==> src/rtl/power_mode_pkg.sv <==
// Constants, types and register map of the power-mode controller.
// Function
// - Setting idle select halts the core and enters idle after the writing instruction.
// - In idle clocks and peripherals keep running and all state is kept.
// - An enabled interrupt or a reset ends idle; the interrupt clears idle select.
// - After interrupt wake-up the core resumes without reset, continuing its program.
// - A reset ending idle or stop runs the reset sequence, restarting at zero.
// - An enabled watchdog timeout during idle resets the device and ends idle.
// - Setting stop select enters stop after the writing instruction completes.
// - Stop halts oscillator, core, digital peripherals, interrupts and timers.
// - Only an internal or external reset ends stop; interrupts never do.
// - An enabled clock-loss detector reset ends stop; software disables it for long stops.
// - Regulator configuration clear keeps every enabled reset source able to end stop.
// - Regulator configuration set leaves only the external reset pin to end stop.
// - Power control bits seven to two are plain read/write flags, reset zero.
// - Stop select and idle select always read back as zero; the status register shows idle select in bit two and stop select in bit three.
// - Clocks of unused digital peripherals are gated off.
// - Regulator configuration is read/write bit three; other bits read zero.
package power_mode_pkg;

    localparam int ADDR_W = 8;
    localparam int DATA_W = 32;
    localparam int NUM_IRQ = 8;
    localparam int NUM_PERIPH = 8;

    localparam logic [ADDR_W-1:0] OFS_POWER_MODE = 8'h00;
    localparam logic [ADDR_W-1:0] OFS_REGULATOR = 8'h04;
    localparam logic [ADDR_W-1:0] OFS_PERIPH_CLK = 8'h08;
    localparam logic [ADDR_W-1:0] OFS_STATUS = 8'h0C;

    localparam int IDLE_BIT = 0;
    localparam int STOP_BIT = 1;
    localparam int FLAGS_LSB = 2;
    localparam int FLAGS_W = 6;
    localparam int STOP_REGULATOR_CFG_BIT = 3;

    localparam logic [FLAGS_W-1:0] FLAGS_RESET = 6'h00;
    localparam logic STOP_REGULATOR_CFG_RESET = 1'b0;
    localparam logic [NUM_PERIPH-1:0] PERIPH_CLK_RESET = 8'hFF;
    localparam logic [15:0] RESTART_ADDR = 16'h0000;

    localparam int CLK_PERIOD_NS = 4;
    localparam int RESET_SEQ_NS = 40;
    localparam int RESET_SEQ_CYCLES = (RESET_SEQ_NS + CLK_PERIOD_NS - 1) / CLK_PERIOD_NS;
    localparam int CNT_W = 4;

    typedef enum logic [1:0] {
        MODE_RUN = 2'b00,
        MODE_IDLE = 2'b01,
        MODE_STOP = 2'b10,
        MODE_RESET = 2'b11
    } mode_t;

    typedef struct packed {
        logic psel;
        logic penable;
        logic pwrite;
        logic [ADDR_W-1:0] paddr;
        logic [DATA_W-1:0] pwdata;
    } apb_req_t;

    typedef struct packed {
        logic [DATA_W-1:0] prdata;
        logic pready;
        logic pslverr;
    } apb_rsp_t;

    typedef struct packed {
        logic extPin;
        logic watchdog;
        logic clockLoss;
        logic other;
    } reset_src_t;

endpackage : power_mode_pkg

==> src/rtl/power_mode_control.sv <==
// Power-mode controller: idle and stop entry, exit and reset sequencing over APB.
`timescale 1ns/100ps
module power_mode_control (
    // Clock and reset
    input wire logic mclk,
    input wire logic rst,
    // Register bus
    input wire power_mode_pkg::apb_req_t apbReq,
    output power_mode_pkg::apb_rsp_t apbRsp,
    // Processor core
    input wire logic instrDone,
    output logic coreHalt,
    output logic coreReset,
    output logic [15:0] restartAddr,
    // Interrupt logic
    input wire logic [power_mode_pkg::NUM_IRQ-1:0] intPending,
    input wire logic [power_mode_pkg::NUM_IRQ-1:0] intEnable,
    output logic intrInactive,
    // Reset sources
    input wire power_mode_pkg::reset_src_t resetSrc,
    // Clock and power control
    output logic oscStop,
    output logic regulatorOff,
    output logic [power_mode_pkg::NUM_PERIPH-1:0] periphClkEn
);

    power_mode_pkg::mode_t mode;
    power_mode_pkg::mode_t next_mode;
    logic idleSel;
    logic stopSel;
    logic [power_mode_pkg::FLAGS_W-1:0] generalFlags;
    logic stopRegulatorCfg;
    logic [power_mode_pkg::NUM_PERIPH-1:0] periphClkReg;
    logic [power_mode_pkg::CNT_W-1:0] seqCount;
    logic wakeReq;
    logic resetHit;
    logic wrAccess;
    logic rdSetup;
    logic enterIdle;
    logic enterStop;
    logic [power_mode_pkg::DATA_W-1:0] next_rdata;

    function automatic logic hitsOffset(input logic [power_mode_pkg::ADDR_W-1:0] addr,
                                        input logic [power_mode_pkg::ADDR_W-1:0] ofs);
        hitsOffset = (addr == ofs);
    endfunction : hitsOffset

    function automatic logic isMapped(input logic [power_mode_pkg::ADDR_W-1:0] addr);
        isMapped = hitsOffset(addr, power_mode_pkg::OFS_POWER_MODE)
            || hitsOffset(addr, power_mode_pkg::OFS_REGULATOR)
            || hitsOffset(addr, power_mode_pkg::OFS_PERIPH_CLK)
            || hitsOffset(addr, power_mode_pkg::OFS_STATUS);
    endfunction : isMapped

    wake_qualify u_wake (
        .intPending(intPending),
        .intEnable(intEnable),
        .resetSrc(resetSrc),
        .inStop(mode == power_mode_pkg::MODE_STOP),
        .stopRegulatorCfg(stopRegulatorCfg),
        .wakeReq(wakeReq),
        .resetHit(resetHit)
    );

    assign wrAccess = apbReq.psel && apbReq.penable && apbRsp.pready && apbReq.pwrite;
    assign rdSetup = apbReq.psel && !apbReq.penable;
    assign enterStop = (mode == power_mode_pkg::MODE_RUN) && stopSel && instrDone;
    assign enterIdle = (mode == power_mode_pkg::MODE_RUN) && idleSel && !stopSel && instrDone;

    // Mode sequencing. A reset request outranks every other event.
    always_comb begin
        next_mode = mode;
        case (mode)
            power_mode_pkg::MODE_RUN: begin
                if (resetHit) begin
                    next_mode = power_mode_pkg::MODE_RESET;
                end else if (enterStop) begin
                    next_mode = power_mode_pkg::MODE_STOP;
                end else if (enterIdle) begin
                    next_mode = power_mode_pkg::MODE_IDLE;
                end
            end
            power_mode_pkg::MODE_IDLE: begin
                if (resetHit) begin
                    next_mode = power_mode_pkg::MODE_RESET;
                end else if (wakeReq) begin
                    next_mode = power_mode_pkg::MODE_RUN;
                end
            end
            power_mode_pkg::MODE_STOP: begin
                // Interrupt requests are deliberately not looked at here.
                if (resetHit) begin
                    next_mode = power_mode_pkg::MODE_RESET;
                end
            end
            power_mode_pkg::MODE_RESET: begin
                if (resetHit) begin
                    next_mode = power_mode_pkg::MODE_RESET;
                end else if (seqCount == '0) begin
                    next_mode = power_mode_pkg::MODE_RUN;
                end
            end
            default: begin
                next_mode = power_mode_pkg::MODE_RESET;
            end
        endcase
    end

    always_ff @(posedge mclk) begin
        if (rst) begin
            mode <= power_mode_pkg::MODE_RESET;
        end else begin
            mode <= next_mode;
        end
    end

    // Reset sequence length; a fresh request restarts the count.
    always_ff @(posedge mclk) begin
        if (rst || resetHit) begin
            seqCount <= power_mode_pkg::CNT_W'(power_mode_pkg::RESET_SEQ_CYCLES - 1);
        end else if (mode == power_mode_pkg::MODE_RESET && seqCount != '0) begin
            seqCount <= seqCount - 1'b1;
        end
    end

    // Mode select bits. An interrupt wake clears idle select in the same edge.
    always_ff @(posedge mclk) begin
        if (rst || next_mode == power_mode_pkg::MODE_RESET) begin
            idleSel <= 1'b0;
            stopSel <= 1'b0;
        end else begin
            if (mode == power_mode_pkg::MODE_IDLE && wakeReq) begin
                idleSel <= 1'b0;
            end else if (wrAccess && hitsOffset(apbReq.paddr, power_mode_pkg::OFS_POWER_MODE)
                         && apbReq.pwdata[power_mode_pkg::IDLE_BIT]) begin
                idleSel <= 1'b1;
            end
            if (wrAccess && hitsOffset(apbReq.paddr, power_mode_pkg::OFS_POWER_MODE)
                && apbReq.pwdata[power_mode_pkg::STOP_BIT]) begin
                stopSel <= 1'b1;
            end else if (enterStop) begin
                stopSel <= 1'b0;
            end
        end
    end

    // Software registers. Idle keeps them; only a device reset clears them.
    always_ff @(posedge mclk) begin
        if (rst || next_mode == power_mode_pkg::MODE_RESET) begin
            generalFlags <= power_mode_pkg::FLAGS_RESET;
            stopRegulatorCfg <= power_mode_pkg::STOP_REGULATOR_CFG_RESET;
            periphClkReg <= power_mode_pkg::PERIPH_CLK_RESET;
        end else if (wrAccess) begin
            if (hitsOffset(apbReq.paddr, power_mode_pkg::OFS_POWER_MODE)) begin
                generalFlags <= apbReq.pwdata[power_mode_pkg::FLAGS_LSB +: power_mode_pkg::FLAGS_W];
            end
            if (hitsOffset(apbReq.paddr, power_mode_pkg::OFS_REGULATOR)) begin
                stopRegulatorCfg <= apbReq.pwdata[power_mode_pkg::STOP_REGULATOR_CFG_BIT];
            end
            if (hitsOffset(apbReq.paddr, power_mode_pkg::OFS_PERIPH_CLK)) begin
                periphClkReg <= apbReq.pwdata[power_mode_pkg::NUM_PERIPH-1:0];
            end
        end
    end

    always_comb begin
        next_rdata = '0;
        case (apbReq.paddr)
            power_mode_pkg::OFS_POWER_MODE: begin
                // Both select bits read as zero whatever was written.
                next_rdata[power_mode_pkg::FLAGS_LSB +: power_mode_pkg::FLAGS_W] = generalFlags;
            end
            power_mode_pkg::OFS_REGULATOR: begin
                next_rdata[power_mode_pkg::STOP_REGULATOR_CFG_BIT] = stopRegulatorCfg;
            end
            power_mode_pkg::OFS_PERIPH_CLK: begin
                next_rdata[power_mode_pkg::NUM_PERIPH-1:0] = periphClkReg;
            end
            power_mode_pkg::OFS_STATUS: begin
                next_rdata[1:0] = mode;
                next_rdata[2] = idleSel;
                next_rdata[3] = stopSel;
            end
            default: begin
                next_rdata = '0;
            end
        endcase
    end

    // Every access completes with one access cycle; unmapped ones flag an error.
    always_ff @(posedge mclk) begin
        if (rst) begin
            apbRsp <= '0;
        end else begin
            apbRsp.pready <= rdSetup;
            apbRsp.pslverr <= rdSetup && !isMapped(apbReq.paddr);
            apbRsp.prdata <= (rdSetup && !apbReq.pwrite) ? next_rdata : '0;
        end
    end

    // Core and power outputs follow the next mode so they line up with it.
    always_ff @(posedge mclk) begin
        if (rst) begin
            coreHalt <= 1'b1;
            coreReset <= 1'b1;
            restartAddr <= power_mode_pkg::RESTART_ADDR;
            intrInactive <= 1'b1;
            oscStop <= 1'b0;
            regulatorOff <= 1'b0;
            periphClkEn <= '0;
        end else begin
            coreHalt <= (next_mode != power_mode_pkg::MODE_RUN);
            coreReset <= (next_mode == power_mode_pkg::MODE_RESET);
            restartAddr <= power_mode_pkg::RESTART_ADDR;
            intrInactive <= (next_mode == power_mode_pkg::MODE_STOP)
                || (next_mode == power_mode_pkg::MODE_RESET);
            oscStop <= (next_mode == power_mode_pkg::MODE_STOP);
            regulatorOff <= (next_mode == power_mode_pkg::MODE_STOP) && stopRegulatorCfg;
            if (next_mode == power_mode_pkg::MODE_STOP || next_mode == power_mode_pkg::MODE_RESET) begin
                periphClkEn <= '0;
            end else begin
                // Idle leaves the peripheral gating exactly as software set it.
                periphClkEn <= periphClkReg;
            end
        end
    end

    idle_entry_a: assert property (@(posedge mclk) disable iff (rst)
        (mode == power_mode_pkg::MODE_RUN && idleSel && !stopSel && instrDone && !resetHit)
        |=> (mode == power_mode_pkg::MODE_IDLE) && coreHalt)
        else $error("idle not entered after the writing instruction");

    stop_entry_a: assert property (@(posedge mclk) disable iff (rst)
        (mode == power_mode_pkg::MODE_RUN && stopSel && instrDone && !resetHit)
        |=> (mode == power_mode_pkg::MODE_STOP) && coreHalt && oscStop)
        else $error("stop not entered after the writing instruction");

    idle_keeps_a: assert property (@(posedge mclk) disable iff (rst)
        (mode == power_mode_pkg::MODE_IDLE) |-> !oscStop && !intrInactive
        && (periphClkEn == periphClkReg))
        else $error("idle disturbed clocks or peripherals");

    idle_wake_a: assert property (@(posedge mclk) disable iff (rst)
        (mode == power_mode_pkg::MODE_IDLE && |(intPending & intEnable) && !resetHit)
        |=> !coreHalt && !coreReset && !idleSel)
        else $error("enabled interrupt did not wake idle");

    stop_gated_a: assert property (@(posedge mclk) disable iff (rst)
        (mode == power_mode_pkg::MODE_STOP) |-> oscStop && intrInactive && (periphClkEn == '0))
        else $error("stop left clocks or interrupts running");

    stop_no_int_a: assert property (@(posedge mclk) disable iff (rst)
        (mode == power_mode_pkg::MODE_STOP && resetSrc == '0) |=> $stable(mode) && coreHalt)
        else $error("stop ended without a reset");

    cfg_pin_only_a: assert property (@(posedge mclk) disable iff (rst)
        (mode == power_mode_pkg::MODE_STOP && stopRegulatorCfg && !resetSrc.extPin)
        |=> (mode == power_mode_pkg::MODE_STOP) && regulatorOff)
        else $error("stop with regulator off ended by a non-pin reset");

    cfg_any_src_a: assert property (@(posedge mclk) disable iff (rst)
        (mode == power_mode_pkg::MODE_STOP && !stopRegulatorCfg && resetSrc.clockLoss)
        |=> coreReset && !regulatorOff)
        else $error("clock-loss reset did not end stop");

    reset_seq_a: assert property (@(posedge mclk) disable iff (rst)
        $rose(coreReset) |-> coreReset[*8] ##0 (restartAddr == power_mode_pkg::RESTART_ADDR))
        else $error("reset sequence too short");

    sel_read_zero_a: assert property (@(posedge mclk) disable iff (rst)
        (apbRsp.pready && !apbReq.pwrite && apbReq.paddr == power_mode_pkg::OFS_POWER_MODE)
        |-> (apbRsp.prdata[power_mode_pkg::STOP_BIT:power_mode_pkg::IDLE_BIT] == 2'b00))
        else $error("select bits read back non-zero");

    idle_regs_keep_a: assert property (@(posedge mclk) disable iff (rst)
        (mode == power_mode_pkg::MODE_IDLE && !resetHit && !wrAccess)
        |=> $stable(generalFlags) && $stable(stopRegulatorCfg) && $stable(periphClkReg))
        else $error("idle lost register contents");

    wdog_idle_a: assert property (@(posedge mclk) disable iff (rst)
        (mode == power_mode_pkg::MODE_IDLE && resetSrc.watchdog) |=> coreReset && coreHalt)
        else $error("watchdog did not end idle");

    reset_exit_a: assert property (@(posedge mclk) disable iff (rst)
        (mode == power_mode_pkg::MODE_RESET && !resetHit && seqCount == '0)
        |=> (mode == power_mode_pkg::MODE_RUN) && !coreReset && !coreHalt)
        else $error("reset sequence did not restart the core");

    reg_off_stop_a: assert property (@(posedge mclk) disable iff (rst)
        regulatorOff |-> (mode == power_mode_pkg::MODE_STOP))
        else $error("regulator off outside stop");

    reg_read_zero_a: assert property (@(posedge mclk) disable iff (rst)
        (apbRsp.pready && !apbReq.pwrite && apbReq.paddr == power_mode_pkg::OFS_REGULATOR)
        |-> (apbRsp.prdata[power_mode_pkg::DATA_W-1:power_mode_pkg::STOP_REGULATOR_CFG_BIT+1] == '0)
        && (apbRsp.prdata[power_mode_pkg::STOP_REGULATOR_CFG_BIT-1:0] == '0))
        else $error("reserved regulator bits read non-zero");

    periph_gate_a: assert property (@(posedge mclk) disable iff (rst)
        (mode == power_mode_pkg::MODE_RUN && next_mode == power_mode_pkg::MODE_RUN)
        |=> (periphClkEn == $past(periphClkReg)))
        else $error("peripheral clock enables ignored software");

endmodule : power_mode_control

==> src/rtl/wake_qualify.sv <==
// Qualifies wake-up and reset requests against the current power mode.
`timescale 1ns/100ps
module wake_qualify (
    // Interrupt requests
    input wire logic [power_mode_pkg::NUM_IRQ-1:0] intPending,
    input wire logic [power_mode_pkg::NUM_IRQ-1:0] intEnable,
    // Reset sources and mode
    input wire power_mode_pkg::reset_src_t resetSrc,
    input wire logic inStop,
    input wire logic stopRegulatorCfg,
    // Qualified requests
    output logic wakeReq,
    output logic resetHit
);

    always_comb begin
        // Priority levels play no part in waking the core.
        wakeReq = |(intPending & intEnable);
        if (inStop && stopRegulatorCfg) begin
            // The reset network is unpowered, so only the pin can reach the core.
            resetHit = resetSrc.extPin;
        end else begin
            resetHit = |resetSrc;
        end
    end

endmodule : wake_qualify
==> config.mk <==
export PLATFORM = sky130hd
export DESIGN_NAME = power_mode_control
export DESIGN_NICKNAME = d
export VERILOG_FILES = /design/src/rtl/power_mode_pkg.sv /design/src/rtl/power_mode_control.sv /design/src/rtl/wake_qualify.sv
export SDC_FILE = /design/constraint.sdc
export NUM_CORES = 1
export LEC_CHECK = 0
export BUFFER_PORTS_ARGS = -buffer_cell sky130_fd_sc_hd__buf_2
export CAP_MARGIN = 30
export CORE_MARGIN = 8
export CORE_UTILIZATION = 44
export CTS_BUF_LIST = sky130_fd_sc_hd__clkbuf_16
export DETAILED_ROUTE_END_ITERATION = 12
export HOLD_SLACK_MARGIN = 0.08
export PLACE_DENSITY_LB_ADDON = 0.05
export SYNTH_ARGS = -nofsm -noshare
export SYNTH_HDL_FRONTEND = slang
export SYNTH_HIERARCHICAL = 1
export SYNTH_SLANG_ARGS = --single-unit
export TNS_END_PERCENT = 30
==> constraint.sdc <==
create_clock -name mclk -period 2.7 [get_ports mclk]
set_clock_uncertainty 0.15 [all_clocks]
set_input_delay 0.27 -clock mclk [delete_from_list [all_inputs] [get_ports mclk]]
set_output_delay 0.27 -clock mclk [all_outputs]
set_load 0.02 [all_outputs]
# Yosys cells after proc, flatten, opt, wreduce, memory -nomap -nowiden
# Cells that the tools add are included.
[word_totals]
reg_bits = 70
latch_bits = 0
ram_bits = 0
rom_bits = 0
out_inout_bits = 63
mem_count = 0
[op_classes]
n_addsub = 1
mul = 0
div = 0
order_cmp = 0
eq_ne = 8
shift = 0
mux = 16
n_bitwise = 2
n_reduce_logical = 42
[ops]
columns = ["op", "n"]
rows = [
  ["1-bit logical AND", 18],
  ["8-bit by 4-bit equality test with 1-bit output, second input constant", 2],
  ["2-bit two-way mux", 8],
  ["8-bit bitwise AND", 1],
  ["2-bit equality test, second input constant", 4],
  ["8-bit by 3-bit equality test with 1-bit output, second input constant", 1],
  ["8-bit logical NOT", 1],
  ["2-bit case mux with 4 select lines", 1],
  ["4-bit case mux with 2 select lines", 1],
  ["8-bit OR reduction", 1],
  ["1-bit logical OR", 6],
  ["2-bit AND reduction", 3],
  ["2-bit OR reduction", 3],
  ["1-bit logical NOT", 4],
  ["4-bit logical NOT", 1],
  ["1-bit case mux with 4 select lines", 1],
  ["2-bit case mux with 2 select lines", 1],
  ["2-bit nonzero test", 2],
  ["4-bit nonzero test", 1],
  ["4-bit OR reduction", 1],
  ["4-bit by 1-bit subtractor with 4-bit output, second input constant", 1],
  ["1-bit two-way mux", 3],
  ["1-bit case mux with 3 select lines", 1],
  ["2-bit by 1-bit equality test with 1-bit output, second input constant", 1],
  ["2 further kinds", 2],
]

# Longest topological paths before layout
# Gate-level depths: netlist of run 1.
[depth]
word_depth = 11
depth_mapped = 8

# Modules after synthesis
# The synthesis of run 1 kept the hierarchy.
[modules_own_cells]
columns = ["mod", "n_inst", "cells_each", "area_per_inst_um2", "seq_area_each_um2"]
rows = [
  ["power_mode_control", 1, 233, 2257.2, 920.9],
  ["wake_qualify", 1, 8, 53.8, 0.0],
]

# Least setup slack after synthesis of run 1
# No wires, ideal clock.
[synth_timing]
kind = "input -> register"
start = "input port resetSrc[1] (netlist bit)"
end = "register coreHalt"
arrival_time_ns = 1.886
required_ns = 2.416
path_slack_ns = 0.530
stages = 5
path_buffers = 0
path_cell_list = "or3_1 a21o_1 nor2_1 o21ai_1 or4_1"
[synth_via]
elab_chain_cells = 5
word_cells_on_any_way = 8
classes_between = "6 x mux; 2 x reduce/logical"
[synth_lines]
columns = ["element", "line", "source"]
rows = [
  ["start, declared", "power_mode_control.sv:20", "input wire power_mode_pkg::reset_src_t resetSrc,"],
  ["4-bit OR reduction (*)", "wake_qualify.sv:23", "resetHit = |resetSrc;"],
  ["1-bit two-way mux (*)", "wake_qualify.sv:19", "if (inStop && stopRegulatorCfg) begin"],
  ["via resetHit", "power_mode_control.sv:36", "logic resetHit;"],
  ["2-bit two-way mux (on tied branches)", "--", ""],
  ["2-bit case mux with 4 select lines (*)", "power_mode_control.sv:73", "case (mode)"],
  ["2-bit nonzero test (*)", "power_mode_control.sv:212", "coreHalt <= (next_mode != power_mode_pkg::MODE_RUN);"],
  ["end signal, assigned", "power_mode_control.sv:212", ""],
  ["end, declared", "power_mode_control.sv:12", "output logic coreHalt,"],
]
# The timed path passes the listed nets; every way through them passes the cells marked *.
# A chain may end at the register's enable or synchronous reset.

# Worst setup path in the final report of run 1
[layout_timing]
start = "register mode[1]"
end = "register coreHalt"
[layout_via]
word_cells_on_any_way = 21
classes_between = "3 x eq/ne; 10 x mux; 8 x reduce/logical"
[layout_rtl]
columns = ["element", "line", "source"]
rows = [
  ["start, declared", "power_mode_control.sv:27", "power_mode_pkg::mode_t mode;"],
  ["start signal, assigned", "power_mode_control.sv:111", "mode <= power_mode_pkg::MODE_RESET;"],
  ["start signal, assigned", "power_mode_control.sv:113", "mode <= next_mode;"],
  ["2-bit equality test (*)", "power_mode_control.sv:59", ".inStop(mode == power_mode_pkg::MODE_STOP),"],
  ["1-bit logical AND (*)", "wake_qualify.sv:19", ""],
  ["1-bit two-way mux (*)", "wake_qualify.sv:19", ""],
  ["via resetHit", "power_mode_control.sv:36", ""],
  ["2-bit two-way mux (on tied branches)", "--", ""],
  ["2-bit case mux with 4 select lines (*)", "power_mode_control.sv:73", ""],
  ["2-bit nonzero test (*)", "power_mode_control.sv:212", ""],
]
# Marked as above.

==> results of run 1 <==
==> per-stage QoR <==
stage                     hold slack, ns  total power (uW)
after floorplan                    0.203               826
after CTS                          0.131              1420
final                              0.133              1410
after detailed placement           0.325               821
after global routing               0.163              1460
after global placement             0.325               821
==> layer usage <==
metal	up-vias	share of wire, %	track usage, %
met5	-	0	0
met3	8	7.1	2.51
met1	847	46	18.4
met2	70	45	23.4
met4	0	1.7	5.99
li1	934	-	-
==> where the power goes <==
group | total, uW | switching (uW) | internal, uW
Sequential | 680 | 0.687 | 680
Combinational | 130 | 91.0 | 39.0
Clock | 604 | 261 | 343
==> cells by family after synthesis <==
group	count (synthesis)	share of synthesized area (%)
AND/OR/NAND/NOR	79	21.6
AO/OA/AOI/OAI	41	13.5
XOR/XNOR	1	0.379
buffers and inverters	57	16.8
multiplexers	15	7.20
flip-flops	46	39.8
other	1	0.162
adder cells (fa/ha/maj)	1	0.541
==> cell usage in the layout, fill, tap and decap left out, types with 2 or more instances in the layout <==
| master | instances |
|---|---|
| or3_1 | 2 |
| buf_2 | 64 |
| nor4_1 | 10 |
| and3_1 | 2 |
| clkbuf_16 | 5 |
| mux2i_1 | 14 |
| buf_4 | 6 |
| nand2_1 | 11 |
| nand3_1 | 5 |
| conb_1 | 40 |
| o211ai_1 | 14 |
| a211o_1 | 8 |
| nor3_1 | 3 |
| or4_1 | 2 |
| nor2_1 | 9 |
| dfxtp_1 | 46 |
| o22ai_1 | 2 |
| inv_1 | 4 |
| a21oi_1 | 2 |
| nor2b_1 | 3 |
| nand2b_1 | 5 |
| a22oi_1 | 4 |
| o21ai_0 | 3 |
| or4_4 | 2 |
| nor3b_1 | 9 |
| nand4_1 | 5 |
| dlygate4sd3_1 | 2 |
==> cell usage after synthesis, drive strengths merged, types with 2 or more instances <==
master  number  area [um^2]
a211o        8         70.1
a21oi        2         10.0
a22oi        4         30.0
and3         2         12.5
buf         44          339
clkbuf       9         33.8
dfxtp       46          921
inv          4         15.0
mux2i       14          140
nand2       11         41.3
nand2b       5         31.3
nand3        5         25.0
nand4        5         31.3
nor2         9         33.8
nor2b        3         18.8
nor3         3         15.0
nor3b       10         80.1
nor4        11         83.8
o211ai      14          105
o21ai        4         20.0
o22ai        2         12.5
or2          2         12.5
or3          3         23.8
or4          4         37.5
==> worst register-to-register path, cell delays in order (launching register included) <==
cell     delay [ns]
dfxtp_1        0.51
nor2b_1        0.18
nand2_1        0.06
a21o_1         0.19
nor2_1         0.14
o21ai_1        0.09
or4_1          0.52
==> flip-flops by register name, summed over array words and instances, names as in the netlist <==
signal	cells
intrInactive	1
periphClkEn	8
seqCount	4
stopSel	1
oscStop	1
coreReset	1
regulatorOff	1
idleSel	1
mode	2
periphClkReg	8
apbRsp	10
coreHalt	1
stopRegulatorCfg	1
generalFlags	6
==> final cells by class <==
| type | instances | area [um^2] |
|---|---|---|
| sequential | 46 | 921 |
| timing repair buffer | 72 | 385 |
| tap | 70 | 87.6 |
| inverter | 4 | 15.0 |
| multi-input combinational | 177 | 1150 |
| clock inverter | 3 | 21.3 |
| clock buffer | 5 | 125 |
| fill | 492 | 2370 |
==> how the worst max path moves through the flow <==
stage	slack (ns)	from	endpoint	cells past startpoint
floorplan	0.53	resetSrc[1]	coreHalt	5
CTS	0.73	mode[1]	coreHalt	6
global placement	0.56	seqCount[0]	periphClkEn[3]	5
global route	0.61	mode[1]	coreHalt	6
finish	0.75	mode[1]	coreHalt	6
detailed placement	0.66	apbReq[37]	generalFlags[5]	4
==> reports/results.ini, run 1 <==
[outcome]
status=completed

[min_path]
min_from=apbReq[4]
hp-class=input pin to register
hold_path_depth=3
hold_end=generalFlags[2]

[clocking]
clkTransAtPathRegs_ns=0.07
hold_buffers=2
cts_made_buffers=5
max-clock-path-buffers=2
postCtsSetupBuffers=0
clk_latency_ns=0.28
cts_resized=0
cts_max_level=2
clock_sinks=46
cts_tree=built
clock-root-buffer=clkbuf_16

[drt]
drtIter0Drc=76
vias_per_cell=4.93
ant_nets=0
wire_per_inst_um=15.0
drcViolationCount=0
vias=1859
drt_pass1_iterations=4
wirelength_mm=5.67

[placed_design]
placed_cell_area_um2=2540
dpl.hpwl_mm=4.32
place_congestion=0.779
dp_cells=367
io_buffers=64
dpl_worst_slack_ns=0.658

[floorplanning]
coreArea_um2=5070
initial_core_util_pct=45.5
die_area_um2=7830
io_pins=129
die_x_um=88.5
num_rows=26
fp.dieH_um=88.5

[yosys]
synthDistinctLibCells=49
async_reset_ff_share_pct=0
ys_warn_count=6
avgSynthCellArea_um2=9.59
synth_edf_count=0
ys_seq_area_share_pct=39.8
synth-main-ff-cell=dfxtp_1
netlist_area_um2=2310
synth-seq-cells=46
synth_cells=241

[critical_path]
crit_path_top_delay_cell=or4_1
cp-start-kind=register
crit_chain=nor2b_1 -> nand2_1 -> a21o_1 -> nor2_1 -> o21ai_1 -> or4_1
r2r_start=mode[1]
crit_arrival_ns=1.96
end_kind=register
r2r-end=coreHalt
worstPathRequired_ns=2.71
cpLargestDelayFamily=simple AND/OR/NAND/NOR gates
critical_path_class=register to register
cp.buffers_inverters=0
path_max_fanout=10
r2r_cells=6
critPathMaxStageDelay_ns=0.52
r2r_setup_slack_ns=0.75

[global_route]
grt_overflow=0
grt_pass1_wl_mm=8.95
antenna_found_initial=0
track_usage_pct=14.4
first_global_vias=1864
grt_max_degree=21

[timing]
setup-tns-final_ns=0
period_needed_ns=1.95
fmax_mhz=512
drv_slew=0
final-setup-viol-count=0
finalHoldViolCount=0
rsz0062_at_grt=no
max_slew.worst_pin.slew_ns=0.542
max_slew_margin_pct=63.4
fin_crit_sh_pct=72.4
worst_slack_ns=0.746

[final_layout]
final_cells=377
final_nets=373
area_delta_synth_final_pct=17.0
fin_util_pct=53.3
final_area_um2=2700
insertedDiodeCount=0
drive_above_1_share_pct=28.0

[power]
p_leak_uw=0.00116
powerDensity_nw_per_um2=523
peakVddDrop_uv=347

[run]
maxCapViolCount=0

No activity file was read; power rests on OpenSTA's default activity.
==> run 2, diff against run 1 <==
Settings changed: CORE_UTILIZATION 44 to 40.
Clock period 2.7 ns to 1.7 ns, I/O delays scaled along.
==> run 2 against run 1 <==
Global-route usage fell by 0.51 points; maximum frequency up 19%; register-to-register slack worse by 0.69 ns; combinational power increased by 80%; final area up 9.6%; flip-flop and latch count unchanged; core utilization up 0.20 points; worst hold slack got worse by 0.060 ns; highest routed layer unchanged; critical path depth fell by 1.
==> reports/results.ini, run 2 (synthesized netlist as in run 1, its figures left out) <==
[outcome]
status=completed

[floorplanning]
coreArea_um2=5540  ; +9.2%
initial_core_util_pct=41.7  ; -3.8 points
die_area_um2=8470  ; +8.2%
die_x_um=92.0  ; +4.0%
num_rows=27  ; +3.8%
fp.dieH_um=92.0  ; +4.0%
io_pins=129  ; unchanged

[placed_design]
placed_cell_area_um2=2690  ; +6.2%
dpl.hpwl_mm=4.71  ; +9.2%
io_buffers=64  ; unchanged
place_congestion=0.832  ; +6.8%

[drt]
vias_per_cell=4.95  ; +0.44%
drcViolationCount=0  ; unchanged
wire_per_inst_um=15.3  ; +1.9%
ant_nets=0  ; unchanged
vias=1991  ; +7.1%
wirelength_mm=6.16  ; +8.6%
drt_pass1_iterations=4  ; unchanged
drtIter0Drc=65  ; -14%

[critical_path]
path_max_fanout=4  ; -6
r2r_start=seqCount[0]
cp-start-kind=register
r2r_cells=5  ; -1
r2r_setup_slack_ns=0.05  ; -0.69 ns
worstPathRequired_ns=1.70  ; -1.01 ns
end_kind=register
critical_path_class=register to register
r2r-end=coreHalt
crit_arrival_ns=1.65  ; -0.31 ns

[timing]
finalHoldViolCount=0  ; unchanged
rsz0062_at_grt=yes
drv_slew=0  ; unchanged
period_needed_ns=1.65  ; -0.308 ns
fmax_mhz=607  ; +19%
final-setup-viol-count=0  ; unchanged
fin_crit_sh_pct=96.8  ; +24 points

[final_layout]
final_area_um2=2960  ; +9.6%
ff_latch_area_um2=925  ; +0.41%
biggestRegsByFlops=apbRsp: 10 flops, periphClkEn: 8 flops, periphClkReg: 8 flops
area_delta_synth_final_pct=28.2
final_cell_mix=buf_2, dfxtp_1, conb_1, buf_4
regMostFlops=apbRsp
final_nets=397  ; +6.4%
final_common_cell=buf_2
drive_above_1_share_pct=34.8  ; +6.8 points
multi_input_area_um2=1200  ; +4.6%
largest_reg_flops=10  ; unchanged
n_fill_cell=562  ; +14%
insertedDiodeCount=0  ; unchanged

[min_path]
hold_path_depth=3  ; unchanged
hp-class=input pin to register
min_from=resetSrc[3]
hold_end=coreHalt

[global_route]
grt_pass1_wl_mm=9.75  ; +8.9%
grt_max_degree=18  ; -14%
track_usage_pct=13.9  ; -0.51 points
grt_overflow=0  ; unchanged
first_global_vias=2024  ; +8.6%
antenna_found_initial=0  ; unchanged

[run]
maxCapViolCount=0  ; unchanged

[power]
power_uw=2220  ; +57%
powerDensity_nw_per_um2=750  ; +43%
peakVddDrop_uv=468  ; +35%
p_leak_uw=0.00128  ; +10%

[clocking]
clock_sinks=46  ; unchanged
clk_latency_ns=0.28  ; about the same
clock-root-buffer=clkbuf_16
cts_made_buffers=5  ; unchanged
clkTransAtPathRegs_ns=0.06  ; about the same
cts_tree=built
cts_max_level=2  ; unchanged
max-clock-path-buffers=2  ; unchanged

## run 2: repair_timing
item | 4_1_cts | 5_1_grt
buffers inserted | 1 | 0
pin swaps | 0 | 3
hold buffers | 7 | 0
endpoints found under the setup margin | 3 | 28
endpoints found under the hold margin | 7 | 0
gates resized for setup | 2 | 13
gates cloned | 0 | 0
## run 2: where the power goes
part	total, uW	switching (uW)	leakage [uW]	internal [uW]
clock network	907	376	0.0000694	530
logic	234	153	0.000836	81.1
registers	1080	1.24	0.000371	1080
total	2220	530	0.00128	1690
## run 2: worst max-delay path by stage
stage,to,cells after the start,slack [ns],from
2_1_floorplan,coreHalt,7,-0.05,mode[0]
3_3_place_gp,idleSel,4,-0.13,apbReq[37]
3_5_place_dp,generalFlags[5],6,-0.14,apbReq[37]
4_1_cts,periphClkReg[1],7,0.005,seqCount[0]
5_1_grt,oscStop,5,-0.007,seqCount[0]
6_report,coreHalt,5,0.05,seqCount[0]
## run 2: metal layers
| layer | global-route usage (%) | vias up | wire [um] |
|---|---|---|---|
| met5 | 0 | - | 0 |
| met4 | 4.16 | 0 | 67 |
| met3 | 3.99 | 6 | 395 |
| met2 | 23.8 | 71 | 3020 |
| met1 | 16.5 | 932 | 2680 |
| li1 | - | 982 | - |
## run 2: through the flow
stage	instances	hold slack, ns	setup TNS [ns]	setup slack [ns]	util (%)
2_1_floorplan	280	0.103	-0.619	-0.0491	-
3_3_place_gp	387	0.237	-1.73	-0.131	48.6
3_5_place_dp	387	0.245	-1.75	-0.136	48.6
4_1_cts	402	0.0839	0	0.00472	52.6
5_1_grt	402	0.0862	-0.00721	-0.00721	53.5
6_report	402	0.0733	0	0.0539	53.5
## run 2: worst max-delay path: stages (launching register included)
cell	delay, ns
dfxtp_2	0.33
inv_2	0.08
ha_4	0.14
nor3b_4	0.21
a2bb2oi_1	0.11
or4_1	0.50
## run 2: layout make-up
type	count	share of cell area, %
clock inverters	2	0.338
flip-flops and latches	46	31.2
repair buffers	96	20.1
well taps	72	3.04
multi-input cells	177	40.5
clock buffers	5	4.22
inverters	4	0.507
